### src/core/ctb_pkg.sv
// constants shared by the converter trim register bank
// assumes a 32-bit classic wishbone slave port and a 200 MHz clock
package ctb_pkg;

  // ==========================================================
  // sizes
  localparam int NREG = 9;
  localparam int NCORE = 6;
  localparam int OFS_W = 12;
  localparam int GAIN_W = 5;
  localparam int SAMP_W = 12;
  localparam int ADR_W = 12;
  localparam int IDX_W = 10;
  localparam int ENT_W = 4;
  localparam int GAIN_FRAC = 5;

  // ==========================================================
  // register indices, byte address is four times the index
  localparam logic [9:0] IDX_OFFSET_TRIM_CORE2_INPUT_B = 10'h336;
  localparam logic [9:0] IDX_OFFSET_TRIM_CORE3_INPUT_C = 10'h338;
  localparam logic [9:0] IDX_OFFSET_TRIM_CORE3_INPUT_D = 10'h33a;
  localparam logic [9:0] IDX_OFFSET_TRIM_CORE4 = 10'h33c;
  localparam logic [9:0] IDX_OFFSET_TRIM_CORE5 = 10'h33e;
  localparam logic [9:0] IDX_GAIN_TRIM_CORE0 = 10'h360;
  localparam logic [9:0] IDX_GAIN_TRIM_CORE1 = 10'h361;
  localparam logic [9:0] IDX_GAIN_TRIM_CORE2_INPUT_A = 10'h362;
  localparam logic [9:0] IDX_GAIN_TRIM_CORE2_INPUT_B = 10'h363;
  localparam logic [9:0] IDX_TRIM_CTRL = 10'h370;
  localparam logic [9:0] IDX_TRIM_STATUS = 10'h371;

  // entry order of the trim array, also the fuse word order
  localparam logic [9:0] TRIM_IDX [NREG] = '{
    IDX_OFFSET_TRIM_CORE2_INPUT_B, IDX_OFFSET_TRIM_CORE3_INPUT_C,
    IDX_OFFSET_TRIM_CORE3_INPUT_D, IDX_OFFSET_TRIM_CORE4,
    IDX_OFFSET_TRIM_CORE5, IDX_GAIN_TRIM_CORE0, IDX_GAIN_TRIM_CORE1,
    IDX_GAIN_TRIM_CORE2_INPUT_A, IDX_GAIN_TRIM_CORE2_INPUT_B};
  localparam logic [NREG-1:0] IS_GAIN = 9'h1e0;
  localparam int E_OFFSET_TRIM_CORE2_INPUT_B = 0;
  localparam int E_OFFSET_TRIM_CORE3_INPUT_C = 1;
  localparam int E_OFFSET_TRIM_CORE3_INPUT_D = 2;
  localparam int E_OFFSET_TRIM_CORE4 = 3;
  localparam int E_OFFSET_TRIM_CORE5 = 4;
  localparam int E_GAIN_TRIM_CORE0 = 5;
  localparam int E_GAIN_TRIM_CORE1 = 6;
  localparam int E_GAIN_TRIM_CORE2_INPUT_A = 7;
  localparam int E_GAIN_TRIM_CORE2_INPUT_B = 8;
  localparam logic [ENT_W-1:0] LAST_ENT = 4'h8;

  // ==========================================================
  // field layout and reset values
  localparam int OFS_LSB = 0;
  localparam int GAIN_LSB = 0;
  localparam logic [15:0] TRIM_RST = 16'h0000;
  localparam logic [OFS_W-1:0] OFS_NONE = 12'h000;
  localparam logic [GAIN_W-1:0] GAIN_NONE = 5'h00;
  localparam int CTRL_RELOAD = 0;
  localparam int CTRL_BYPASS = 1;
  localparam int STAT_LOADED = 0;
  localparam int STAT_LOADING = 1;

  // ==========================================================
  // control states, one-hot
  typedef enum logic [2:0] {
    ST_BOOT = 3'b001,
    ST_FETCH = 3'b010,
    ST_RUN = 3'b100
  } ctb_state_t;

endpackage

### src/core/ctb_trim_if.sv
// trim values handed from the register bank to one core's sample path
// assumes the bank drives each field from a register, a neutral constant or a pair-select mux
`timescale 1ns/1ps
`default_nettype none
interface ctb_trim_if;
  logic [ctb_pkg::OFS_W-1:0] offset;
  logic [ctb_pkg::GAIN_W-1:0] gain;
  logic bypass;
  modport bank (output offset, output gain, output bypass);
  modport path (input offset, input gain, input bypass);
endinterface
`default_nettype wire
### src/core/ctb_trim_apply.sv
// one core's sample path: unsigned offset add, then fine gain
// assumes samples arrive synchronous to clk with a valid strobe
`timescale 1ns/1ps
`default_nettype none
module ctb_trim_apply (
  // clock and reset
  input wire logic clk,
  input wire logic rst_b,
  // trim values
  ctb_trim_if.path trim,
  // sample stream
  input wire logic [ctb_pkg::SAMP_W-1:0] sample_in,
  input wire logic sample_vld_in,
  output logic [ctb_pkg::SAMP_W-1:0] sample_out,
  output logic sample_vld_out
);
  import ctb_pkg::*;

  // ==========================================================
  // arithmetic
  localparam logic [SAMP_W:0] SAT_SUM = 13'h0fff;
  logic [SAMP_W:0] sum;
  logic [SAMP_W-1:0] sum_sat;
  logic [GAIN_W:0] gain_mul;
  logic [SAMP_W+GAIN_W:0] prod;
  logic [SAMP_W+GAIN_W-GAIN_FRAC:0] scaled;
  logic [SAMP_W-1:0] next_sample;

  // offset taken as unsigned, sum saturates at full scale
  assign sum = {1'b0, sample_in} + {1'b0, trim.offset}; // [RQ12]
  assign sum_sat = (sum > SAT_SUM) ? SAT_SUM[SAMP_W-1:0]
                                   : sum[SAMP_W-1:0];
  // gain is 1 + trim/32
  assign gain_mul = {1'b1, trim.gain};
  assign prod = {{(GAIN_W+1){1'b0}}, sum_sat} * {{SAMP_W{1'b0}}, gain_mul};
  assign scaled = prod[SAMP_W+GAIN_W:GAIN_FRAC];
  assign next_sample = trim.bypass ? sample_in
                     : (|scaled[SAMP_W+GAIN_W-GAIN_FRAC:SAMP_W])
                     ? SAT_SUM[SAMP_W-1:0] : scaled[SAMP_W-1:0];

  // output stage
  always_ff @(posedge clk) begin
    if (!rst_b) begin
      sample_out <= '0;
      sample_vld_out <= 1'b0;
    end else begin
      sample_out <= next_sample;
      sample_vld_out <= sample_vld_in;
    end
  end
endmodule
`default_nettype wire

### src/core/ctb_trim_bank.sv
// converter trim register bank with its per-core sample paths
// assumes a classic wishbone master and a fuse store that answers one
// cycle after its read strobe
//
// What this block does
// [RQ1] core 2 uses the core-2 input-B offset word when sampling input B.
// [RQ2] core 3 uses the offset word at 0x338 when sampling input C.
// [RQ3] core 3 uses the offset word at 0x33A when sampling input D.
// [RQ4] core 4 uses the offset word bits 11:0 at 0x33C.
// [RQ5] core 5 uses the offset word bits 11:0 at 0x33E.
// [RQ6] core 0 uses the gain field bits 4:0 at 0x360.
// [RQ7] core 1 uses the gain field bits 4:0 at 0x361.
// [RQ8] core 2 uses the gain field at 0x362 when sampling input A.
// [RQ9] core 2 uses the gain field at 0x363 when sampling input B.
// [RQ10] software keeps reserved upper bits of every trim register zero.
// [RQ11] every trim register is loaded from fuse storage after reset.
// [RQ12] every offset trim word is treated as unsigned.
// [RQ13] software leaves offset trims alone during offset calibration.
// [RQ14] a trim write reaches the sample path with no reset needed.
//
// register map, byte address is four times the word index
//   0xcd8  offset trim, core 2 input B, bits 11:0, 15:12 reserved
//   0xce0  offset trim, core 3 input C
//   0xce8  offset trim, core 3 input D
//   0xcf0  offset trim, core 4
//   0xcf8  offset trim, core 5
//   0xd80  gain trim, core 0, bits 4:0, 7:5 reserved
//   0xd84  gain trim, core 1
//   0xd88  gain trim, core 2 input A
//   0xd8c  gain trim, core 2 input B
//   0xdc0  control, bit 0 reloads from fuses and reads 0, bit 1 bypass
//   0xdc4  status, bit 0 loaded, bit 1 fetch running
//   any other word reads zero and drops writes
//
// limits a user must know
//   no answer on the bus while the fuse fetch runs, about eleven
//   cycles after reset or a reload; a master just waits for ack
//   once running, the bank answers one cycle after a request
//   unmapped words answer too, so a stray access never hangs the bus
//   reserved bits are stored and read back but never reach a core
//   nothing stops a trim write during offset calibration
//   gain words keep only their low byte, sel[1] is ignored for them
//   trims reach the cores live, a write shows on the next sample
//
// Design decision made here: register access over Wishbone.
`timescale 1ns/1ps
`default_nettype none
module ctb_trim_bank (
  // clock and reset
  input wire logic clk,
  input wire logic rst_b,
  // wishbone slave
  input wire logic wb_cyc_i,
  input wire logic wb_stb_i,
  input wire logic wb_we_i,
  input wire logic [ctb_pkg::ADR_W-1:0] wb_adr_i,
  input wire logic [3:0] wb_sel_i,
  input wire logic [31:0] wb_dat_i,
  output logic [31:0] wb_dat_o,
  output logic wb_ack_o,
  // fuse store
  output logic fuse_rd,
  output logic [ctb_pkg::ENT_W-1:0] fuse_addr,
  input wire logic [15:0] fuse_data,
  // input pair selection
  input wire logic core2_sel_second_pair,
  input wire logic core3_sel_fourth_pair,
  // raw samples, one slice per core
  input wire logic [ctb_pkg::NCORE-1:0][ctb_pkg::SAMP_W-1:0] core_sample,
  input wire logic [ctb_pkg::NCORE-1:0] core_sample_vld,
  // trimmed samples
  output logic [ctb_pkg::NCORE-1:0][ctb_pkg::SAMP_W-1:0] core_trimmed,
  output logic [ctb_pkg::NCORE-1:0] core_trimmed_vld
);
  import ctb_pkg::*;

  // ==========================================================
  // state
  // state of the fuse fetch sequencer
  ctb_state_t state;
  ctb_state_t next_state;
  // one 16-bit word per trim entry, in fuse word order
  logic [15:0] trim_q [NREG];
  // control and status bits
  logic bypass;
  logic loaded;
  // strobe delayed to meet the fuse answer
  logic fuse_rd_q;
  logic [ENT_W-1:0] fuse_addr_q;
  logic [ENT_W-1:0] next_fuse_addr;
  logic next_fuse_rd;

  // ==========================================================
  // bus decode
  // request qualification
  logic [IDX_W-1:0] word_idx;
  logic bus_req;
  logic run_st;
  logic next_ack;
  logic wr_fire;
  // address hits
  logic [NREG-1:0] hit;
  logic hit_ctrl;
  logic hit_stat;
  // read-back path
  logic [15:0] rd_chain [NREG+1];
  logic [31:0] rd_ctrl;
  logic [31:0] rd_stat;
  logic [31:0] rd_word;
  // control strobe and fetch end
  logic reload_req;
  logic fetch_last;

  // word index from the byte address, low two bits ignored
  assign word_idx = wb_adr_i[ADR_W-1:2];
  assign bus_req = wb_cyc_i & wb_stb_i;
  assign run_st = (state == ST_RUN);
  // ack once per request, only while the bank is running
  // a request made during the fetch simply waits for it to end
  assign next_ack = bus_req & ~wb_ack_o & run_st;
  // a write lands at the edge where the master sees ack
  assign wr_fire = bus_req & wb_we_i & wb_ack_o;
  assign hit_ctrl = (word_idx == IDX_TRIM_CTRL);
  assign hit_stat = (word_idx == IDX_TRIM_STATUS);
  // reload request from the control register
  assign reload_req = wr_fire & hit_ctrl & wb_sel_i[0]
                    & wb_dat_i[CTRL_RELOAD];

  // per-entry hit and read-back chain
  // words never overlap, so or-ing the hit entries gives the one match
  assign rd_chain[0] = 16'h0000;
  for (genvar i = 0; i < NREG; i++) begin : g_dec
    assign hit[i] = (word_idx == TRIM_IDX[i]);
    assign rd_chain[i+1] = rd_chain[i]
                         | (hit[i] ? trim_q[i] : 16'h0000);
  end

  // own control and status words
  assign rd_ctrl = {30'h00000000, bypass, 1'b0};
  assign rd_stat = {30'h00000000, (state == ST_FETCH), loaded};
  // unmapped words read as zero
  assign rd_word = hit_ctrl ? rd_ctrl
                 : hit_stat ? rd_stat
                 : {16'h0000, rd_chain[NREG]};

  // ==========================================================
  // bus answer
  // ack is a one-cycle pulse; read data is registered with it and then
  // holds until the next answer, so a slow master still sees it
  always_ff @(posedge clk) begin
    if (!rst_b) begin
      wb_ack_o <= 1'b0;
      wb_dat_o <= 32'h00000000;
    end else begin
      wb_ack_o <= next_ack;
      if (next_ack) begin
        wb_dat_o <= rd_word;
      end
    end
  end

  // ==========================================================
  // fuse fetch sequencer
  // fetch walk: the cycle after boot strobes word 0, then one word per
  // cycle up to the last entry; each answer is captured one cycle after
  // its strobe, and the bank runs once the last answer is in. a reload
  // from the control register walks the same path again.
  assign fetch_last = (fuse_addr == LAST_ENT);

  // next state and fuse strobe
  always_comb begin
    next_state = state;
    next_fuse_rd = 1'b0;
    next_fuse_addr = fuse_addr;
    case (state)
      ST_BOOT: begin
        // start again from the first fuse word
        next_state = ST_FETCH;
        next_fuse_rd = 1'b1;
        next_fuse_addr = '0;
      end
      ST_FETCH: begin
        // strobe words back to back until the last one
        if (fuse_rd && !fetch_last) begin
          next_fuse_rd = 1'b1;
          next_fuse_addr = fuse_addr + 4'h1;
        end
        // last answer captured, open the bus
        if (fuse_rd_q && fuse_addr_q == LAST_ENT) begin
          next_state = ST_RUN;
        end
      end
      ST_RUN: begin
        // software asked for a fresh fuse load
        if (reload_req) begin
          next_state = ST_BOOT;
        end
      end
      default: begin
        next_state = ST_BOOT;
      end
    endcase
  end

  // sequencer registers
  // reset parks the sequencer in boot, so a fetch follows every reset
  always_ff @(posedge clk) begin
    if (!rst_b) begin
      state <= ST_BOOT;
      fuse_rd <= 1'b0;
      fuse_addr <= '0;
    end else begin
      state <= next_state;
      fuse_rd <= next_fuse_rd;
      fuse_addr <= next_fuse_addr;
    end
  end

  // fuse answer follows the strobe by one cycle
  // the delayed strobe and word number pick the entry to load
  always_ff @(posedge clk) begin
    if (!rst_b) begin
      fuse_rd_q <= 1'b0;
      fuse_addr_q <= '0;
    end else begin
      fuse_rd_q <= fuse_rd;
      fuse_addr_q <= fuse_addr;
    end
  end

  // loaded flag, cleared while a fetch runs
  // the status word shows it next to the fetch-running bit
  always_ff @(posedge clk) begin
    if (!rst_b) begin
      loaded <= 1'b0;
    end else if (state == ST_FETCH && next_state == ST_RUN) begin
      loaded <= 1'b1;
    end else if (state == ST_BOOT) begin
      loaded <= 1'b0;
    end
  end

  // ==========================================================
  // control register
  // bypass hands raw samples to every core; the reload bit is a strobe
  // and is never stored, so it reads back as zero
  always_ff @(posedge clk) begin
    if (!rst_b) begin
      bypass <= 1'b0;
    end else if (wr_fire && hit_ctrl && wb_sel_i[0]) begin
      bypass <= wb_dat_i[CTRL_BYPASS];
    end
  end

  // ==========================================================
  // trim registers, fuse load then software writes
  // a fuse answer overrides a bus write in the same cycle; the fetch only
  // runs while the bus is held off, so the two never meet in practice
  // gain entries ignore the upper byte lane, reserved bits 7:5 remain
  for (genvar i = 0; i < NREG; i++) begin : g_trim
    logic fuse_hit;
    logic wr_lo;
    logic wr_hi;
    assign fuse_hit = fuse_rd_q
                    & (fuse_addr_q == ENT_W'(i));
    assign wr_lo = wr_fire & hit[i] & wb_sel_i[0];
    assign wr_hi = wr_fire & hit[i] & wb_sel_i[1] & ~IS_GAIN[i];

    // fuse defaults first, then live software updates
    always_ff @(posedge clk) begin
      if (!rst_b) begin
        trim_q[i] <= TRIM_RST;
      end else if (fuse_hit) begin
        trim_q[i] <= IS_GAIN[i] ? {8'h00, fuse_data[7:0]}
                                : fuse_data; // [RQ11]
      end else begin
        if (wr_lo) begin
          trim_q[i][7:0] <= wb_dat_i[7:0]; // [RQ14]
        end
        if (wr_hi) begin
          trim_q[i][15:8] <= wb_dat_i[15:8]; // [RQ14]
        end
      end
    end
  end

  // ==========================================================
  // per-core trim selection
  // each core sees only its own fields; cores without a gain or offset
  // register get a neutral value so one sample path serves them all
  logic [OFS_W-1:0] ofs_sel [NCORE];
  logic [GAIN_W-1:0] gain_sel [NCORE];

  // cores 0 and 1 carry gain only
  assign ofs_sel[0] = OFS_NONE;
  assign gain_sel[0] = trim_q[E_GAIN_TRIM_CORE0][GAIN_LSB +: GAIN_W]; // [RQ6]
  assign ofs_sel[1] = OFS_NONE;
  assign gain_sel[1] = trim_q[E_GAIN_TRIM_CORE1][GAIN_LSB +: GAIN_W]; // [RQ7]

  // core 2 follows its input pair
  // input A has no offset of its own here, it gets zero
  assign ofs_sel[2] = core2_sel_second_pair
                    ? trim_q[E_OFFSET_TRIM_CORE2_INPUT_B][OFS_LSB +: OFS_W] // [RQ1]
                    : OFS_NONE;
  assign gain_sel[2] = core2_sel_second_pair
                     ? trim_q[E_GAIN_TRIM_CORE2_INPUT_B][GAIN_LSB +: GAIN_W] // [RQ9]
                     : trim_q[E_GAIN_TRIM_CORE2_INPUT_A][GAIN_LSB +: GAIN_W]; // [RQ8]

  // core 3 picks the third or fourth pair offset
  // core 3 has no gain entry in this bank, it runs at unity
  assign ofs_sel[3] = core3_sel_fourth_pair
                    ? trim_q[E_OFFSET_TRIM_CORE3_INPUT_D][OFS_LSB +: OFS_W] // [RQ3]
                    : trim_q[E_OFFSET_TRIM_CORE3_INPUT_C][OFS_LSB +: OFS_W]; // [RQ2]
  assign gain_sel[3] = GAIN_NONE;

  // cores 4 and 5 carry offset only
  assign ofs_sel[4] = trim_q[E_OFFSET_TRIM_CORE4][OFS_LSB +: OFS_W]; // [RQ4]
  assign gain_sel[4] = GAIN_NONE;
  assign ofs_sel[5] = trim_q[E_OFFSET_TRIM_CORE5][OFS_LSB +: OFS_W]; // [RQ5]
  assign gain_sel[5] = GAIN_NONE;

  // ==========================================================
  // sample paths
  // one trim interface per core; the path registers its output, so
  // every trimmed sample and its valid leave the bank from flip-flops
  ctb_trim_if trim_link [NCORE] ();

  for (genvar c = 0; c < NCORE; c++) begin : g_core
    // live trims, no reset needed after a write
    assign trim_link[c].offset = ofs_sel[c]; // [RQ14]
    assign trim_link[c].gain = gain_sel[c];
    assign trim_link[c].bypass = bypass;

    ctb_trim_apply u_apply (
      .clk(clk),
      .rst_b(rst_b),
      .trim(trim_link[c]),
      .sample_in(core_sample[c]),
      .sample_vld_in(core_sample_vld[c]),
      .sample_out(core_trimmed[c]),
      .sample_vld_out(core_trimmed_vld[c])
    );
  end

endmodule
`default_nettype wire

### config.mk
export PLATFORM = sky130hd
export DESIGN_NAME = ctb_trim_bank
export DESIGN_NICKNAME = d
export VERILOG_FILES = /design/src/core/ctb_pkg.sv /design/src/core/ctb_trim_if.sv /design/src/core/ctb_trim_apply.sv /design/src/core/ctb_trim_bank.sv
export SDC_FILE = /design/constraint.sdc
export NUM_CORES = 1
export LEC_CHECK = 0
export ABC_AREA = 1
export BUFFER_PORTS_ARGS = -buffer_cell sky130_fd_sc_hd__buf_2
export CORE_UTILIZATION = 29
export CTS_CLUSTER_DIAMETER = 60
export DETAILED_ROUTE_END_ITERATION = 12
export GPL_ROUTABILITY_DRIVEN = 0
export PLACE_DENSITY_LB_ADDON = 0.05
export SYNTH_ARGS = -nofsm -noshare
export SYNTH_HDL_FRONTEND = slang
export SYNTH_SLANG_ARGS = --single-unit
export TNS_END_PERCENT = 10
### constraint.sdc
create_clock -name clk -period 6.4 [get_ports clk]
set_input_delay 0.96 -clock clk [delete_from_list [all_inputs] [get_ports clk]]
set_output_delay 0.96 -clock clk [all_outputs]
set_load 0.01 [all_outputs]
==> flow_summary.ini <==
[worst_setup_path]
max_stage_delay_ns = 0.54
critPathArrivalTime_ns = 6.26
crit_path_frequent_cell = inv_1
worst-setup-path-type = input port to register
cp-end-kind = register
start_kind = input port
path_max_fanout = 7
slowest_stage = fa_1
cp.required_ns = 6.84

[clock_network]
ctsHtreeMaxLevel = 2
insertion_delay_ns = 0.56
cts_hold_buf = 0
cts_resized = 0
clock-sinks = 222
postCtsSetupRepairBufs = 0
clockRootBuffer = clkbuf_16
tritoncts = built
numCtsBuffers = 37
clk_pin_slew_ns = 0.05
clockBufferDepth = 3

[layout]
ff_latch_area_mm2 = 0.005565
multi_input_area_mm2 = 0.01058
drive_above_1_share_pct = 15.43
nNetsFinal = 2918
synthToLayoutAreaGrowth_pct = 18.44
final_cell_mix = 445 x nand2_1, 431 x inv_1, 228 x buf_2
final.fill_count = 6657
final_common_cell = nand2_1

[timing]
min_period_ns = 5.820
slew_viol_final = 0
fin_hold_ws_ns = 0.4635
fin_crit_sh_pct = 90.94
timing_hold_violations_final = 0
rsz0062_at_grt = false
worst_pin_slew_ns = 1.001
finalSetupViolCount = 0
clock_skew_ns = 0.02707
slew_headroom_pct = 32.76
setup_tns_ns = 0
fmax_ghz = 0.1718
fin_ws_ns = 0.5795

[yosys]
ys_seq_elements = 222
synth_top_family_by_area = adder cells
synth-compound-area-share_pct = 14.60
synth_cell_type_count = 55
synthMuxAreaShare_pct = 0
syn_area_per_cell_um2 = 7.946
netlist_area_mm2 = 0.01818
synth-simple-area-share_pct = 18.82
synthArstFlopShare_pct = 0
synth-seq-area-share_pct = 30.61
synth_edf_count = 112
synth_warnings = 0
synth_xor_area_share_pct = 2.602
synthAdderAreaFrac_pct = 21.84
syn_inst = 2288
yosys_most_used_dff = edfxtp_1

[route]
dr.pass1.iters = 5
antenna_left = 0
vias = 15949
wl_um = 61750
drt_iter0_drc = 889
drt_drc_violations_left = 0
routedWlPerCell_um = 18.20
routed_via_density = 4.701

[floorplan]
ios = 265
die_width_um = 252.4
row_count = 91
start_util_pct = 29.41
die_y_um = 252.4
dieArea_mm2 = 0.06370
core_area_mm2 = 0.06183

[global_routing]
grt_use_met2_pct = 32.28
grt-ovfl-total = 0
met1_usage_pct = 26.81
gr-max-usage-layer = met2
groute.usage.overall_pct = 19.49
grt_pass1_vias = 16271
antenna_found_initial = 2
grt_pass1_wl_um = 95250
grt_max_degree = 80
use_met3_pct = 2.647

[power]
p_total_mw = 6.320
clkPwrFrac_pct = 31.7
power_density_mw_per_mm2 = 293.5
internal_power_mw = 3.907
seqPwrFrac_pct = 27.1
combPwrFrac_pct = 41.2
power.switching_mw = 2.412
power_leakage_nw = 10.83
p_sw_share_pct = 38.17
irDropWorstVdd_mv = 0.1490

[min_path]
hold_class = register to register

[run_status]
status = complete, no violations

[placement]
io_buffer_count = 228
dpl_worst_slack_ns = -0.04145
hpwl_um = 49470

[flow_run]
maxCapViolations = 0
## kinds of logic after synthesis
family,after synthesis
AND/OR/NAND/NOR,787
buffers and inverters,529
AO/OA/AOI/OAI,452
adder cells (fa/ha/maj),243
flip-flops,222
XOR/XNOR,54
other,1
## registers in the layout, indices dropped and copies added, names as in the netlist
register / flops
trim_q: 112
g_core.u_apply.sample_out: 72
fuse_addr: 4
fuse_rd: 1
wb_dat_o: 16
fuse_addr_q: 4
g_core.u_apply.sample_vld_out: 6
bypass: 1
fuse_rd_q: 1
loaded: 1
state: 3
wb_ack_o: 1
## worst paths after layout
path / from / end / slack (ns) / cells after the start
setup / recovery: core2_sel_second_pair / g_core[2].u_apply.sample_out[11] / 0.58 / 30
hold / removal: wb_dat_o[11] / wb_dat_o[11] / 0.46 / 2
setup reg to reg: trim_q[0][0] / g_core[2].u_apply.sample_out[11] / 0.76 / 29
hold reg to reg: wb_dat_o[11] / wb_dat_o[11] / 0.46 / 2
## critical path: cells and delay by family
kind / cells / cell delay (ns)
AOI/OAI and AO/OA: 6 / 1.23
and+or+nand+nor: 10 / 1.04
xor gates and xnor gates: 1 / 0.15
buffers and inverters: 7 / 0.51
adders and majority gates: 6 / 2.37
## synth_stat cells (44+ instances only)
cell type  count  area [um^2]
dfxtp_1      110         2202
inv_1        433         1625
edfxtp_1     112         3363
o22ai_1       84        525.5
nand3_1       66        330.3
o21ai_0      126        630.6
ha_1         119         1489
nor2_1       166        623.1
clkbuf_1      44        165.2
nand2_1      445         1670
a21oi_1      137        685.7
fa_1         124         2482
## per-layer routing
metal	up-vias	part of all wire, %
met1	7603	48
met2	348	46
met3	67	4.1
met4	2	1.7
met5	-	0.028
li1	7929	-
## power groups by stage
stage	Combinational [mW]	Clock [mW]	Sequential, mW
2_1_floorplan	1.77	0	1.79
3_3_place_gp	2.65	0	1.74
3_5_place_dp	2.64	0	1.74
4_1_cts	2.66	2.07	1.72
5_1_grt	2.99	2.11	1.73
6_report	2.60	2.00	1.71
## through the flow
step / cell area [um^2] / std cells / util [%]
floorplan: 18240 / 2303 / -
global placement: 20300 / 3324 / 32.84
detailed placement: 20300 / 3324 / 32.84
CTS: 21530 / 3391 / 34.82
global route: 21530 / 3391 / 34.82
finish: 21530 / 3393 / 34.83
## area by class of cell
class,instances,share of cell area (%)
inverters,453,7.897
clock inverters,20,1.011
diodes,2,0.02324
multi-input cells,1552,49.14
repair buffers,260,6.531
well taps,837,4.864
clock buffers,47,4.684
flip-flops and latches,222,25.85
Note: power is estimated with default switching activity, not from simulation.
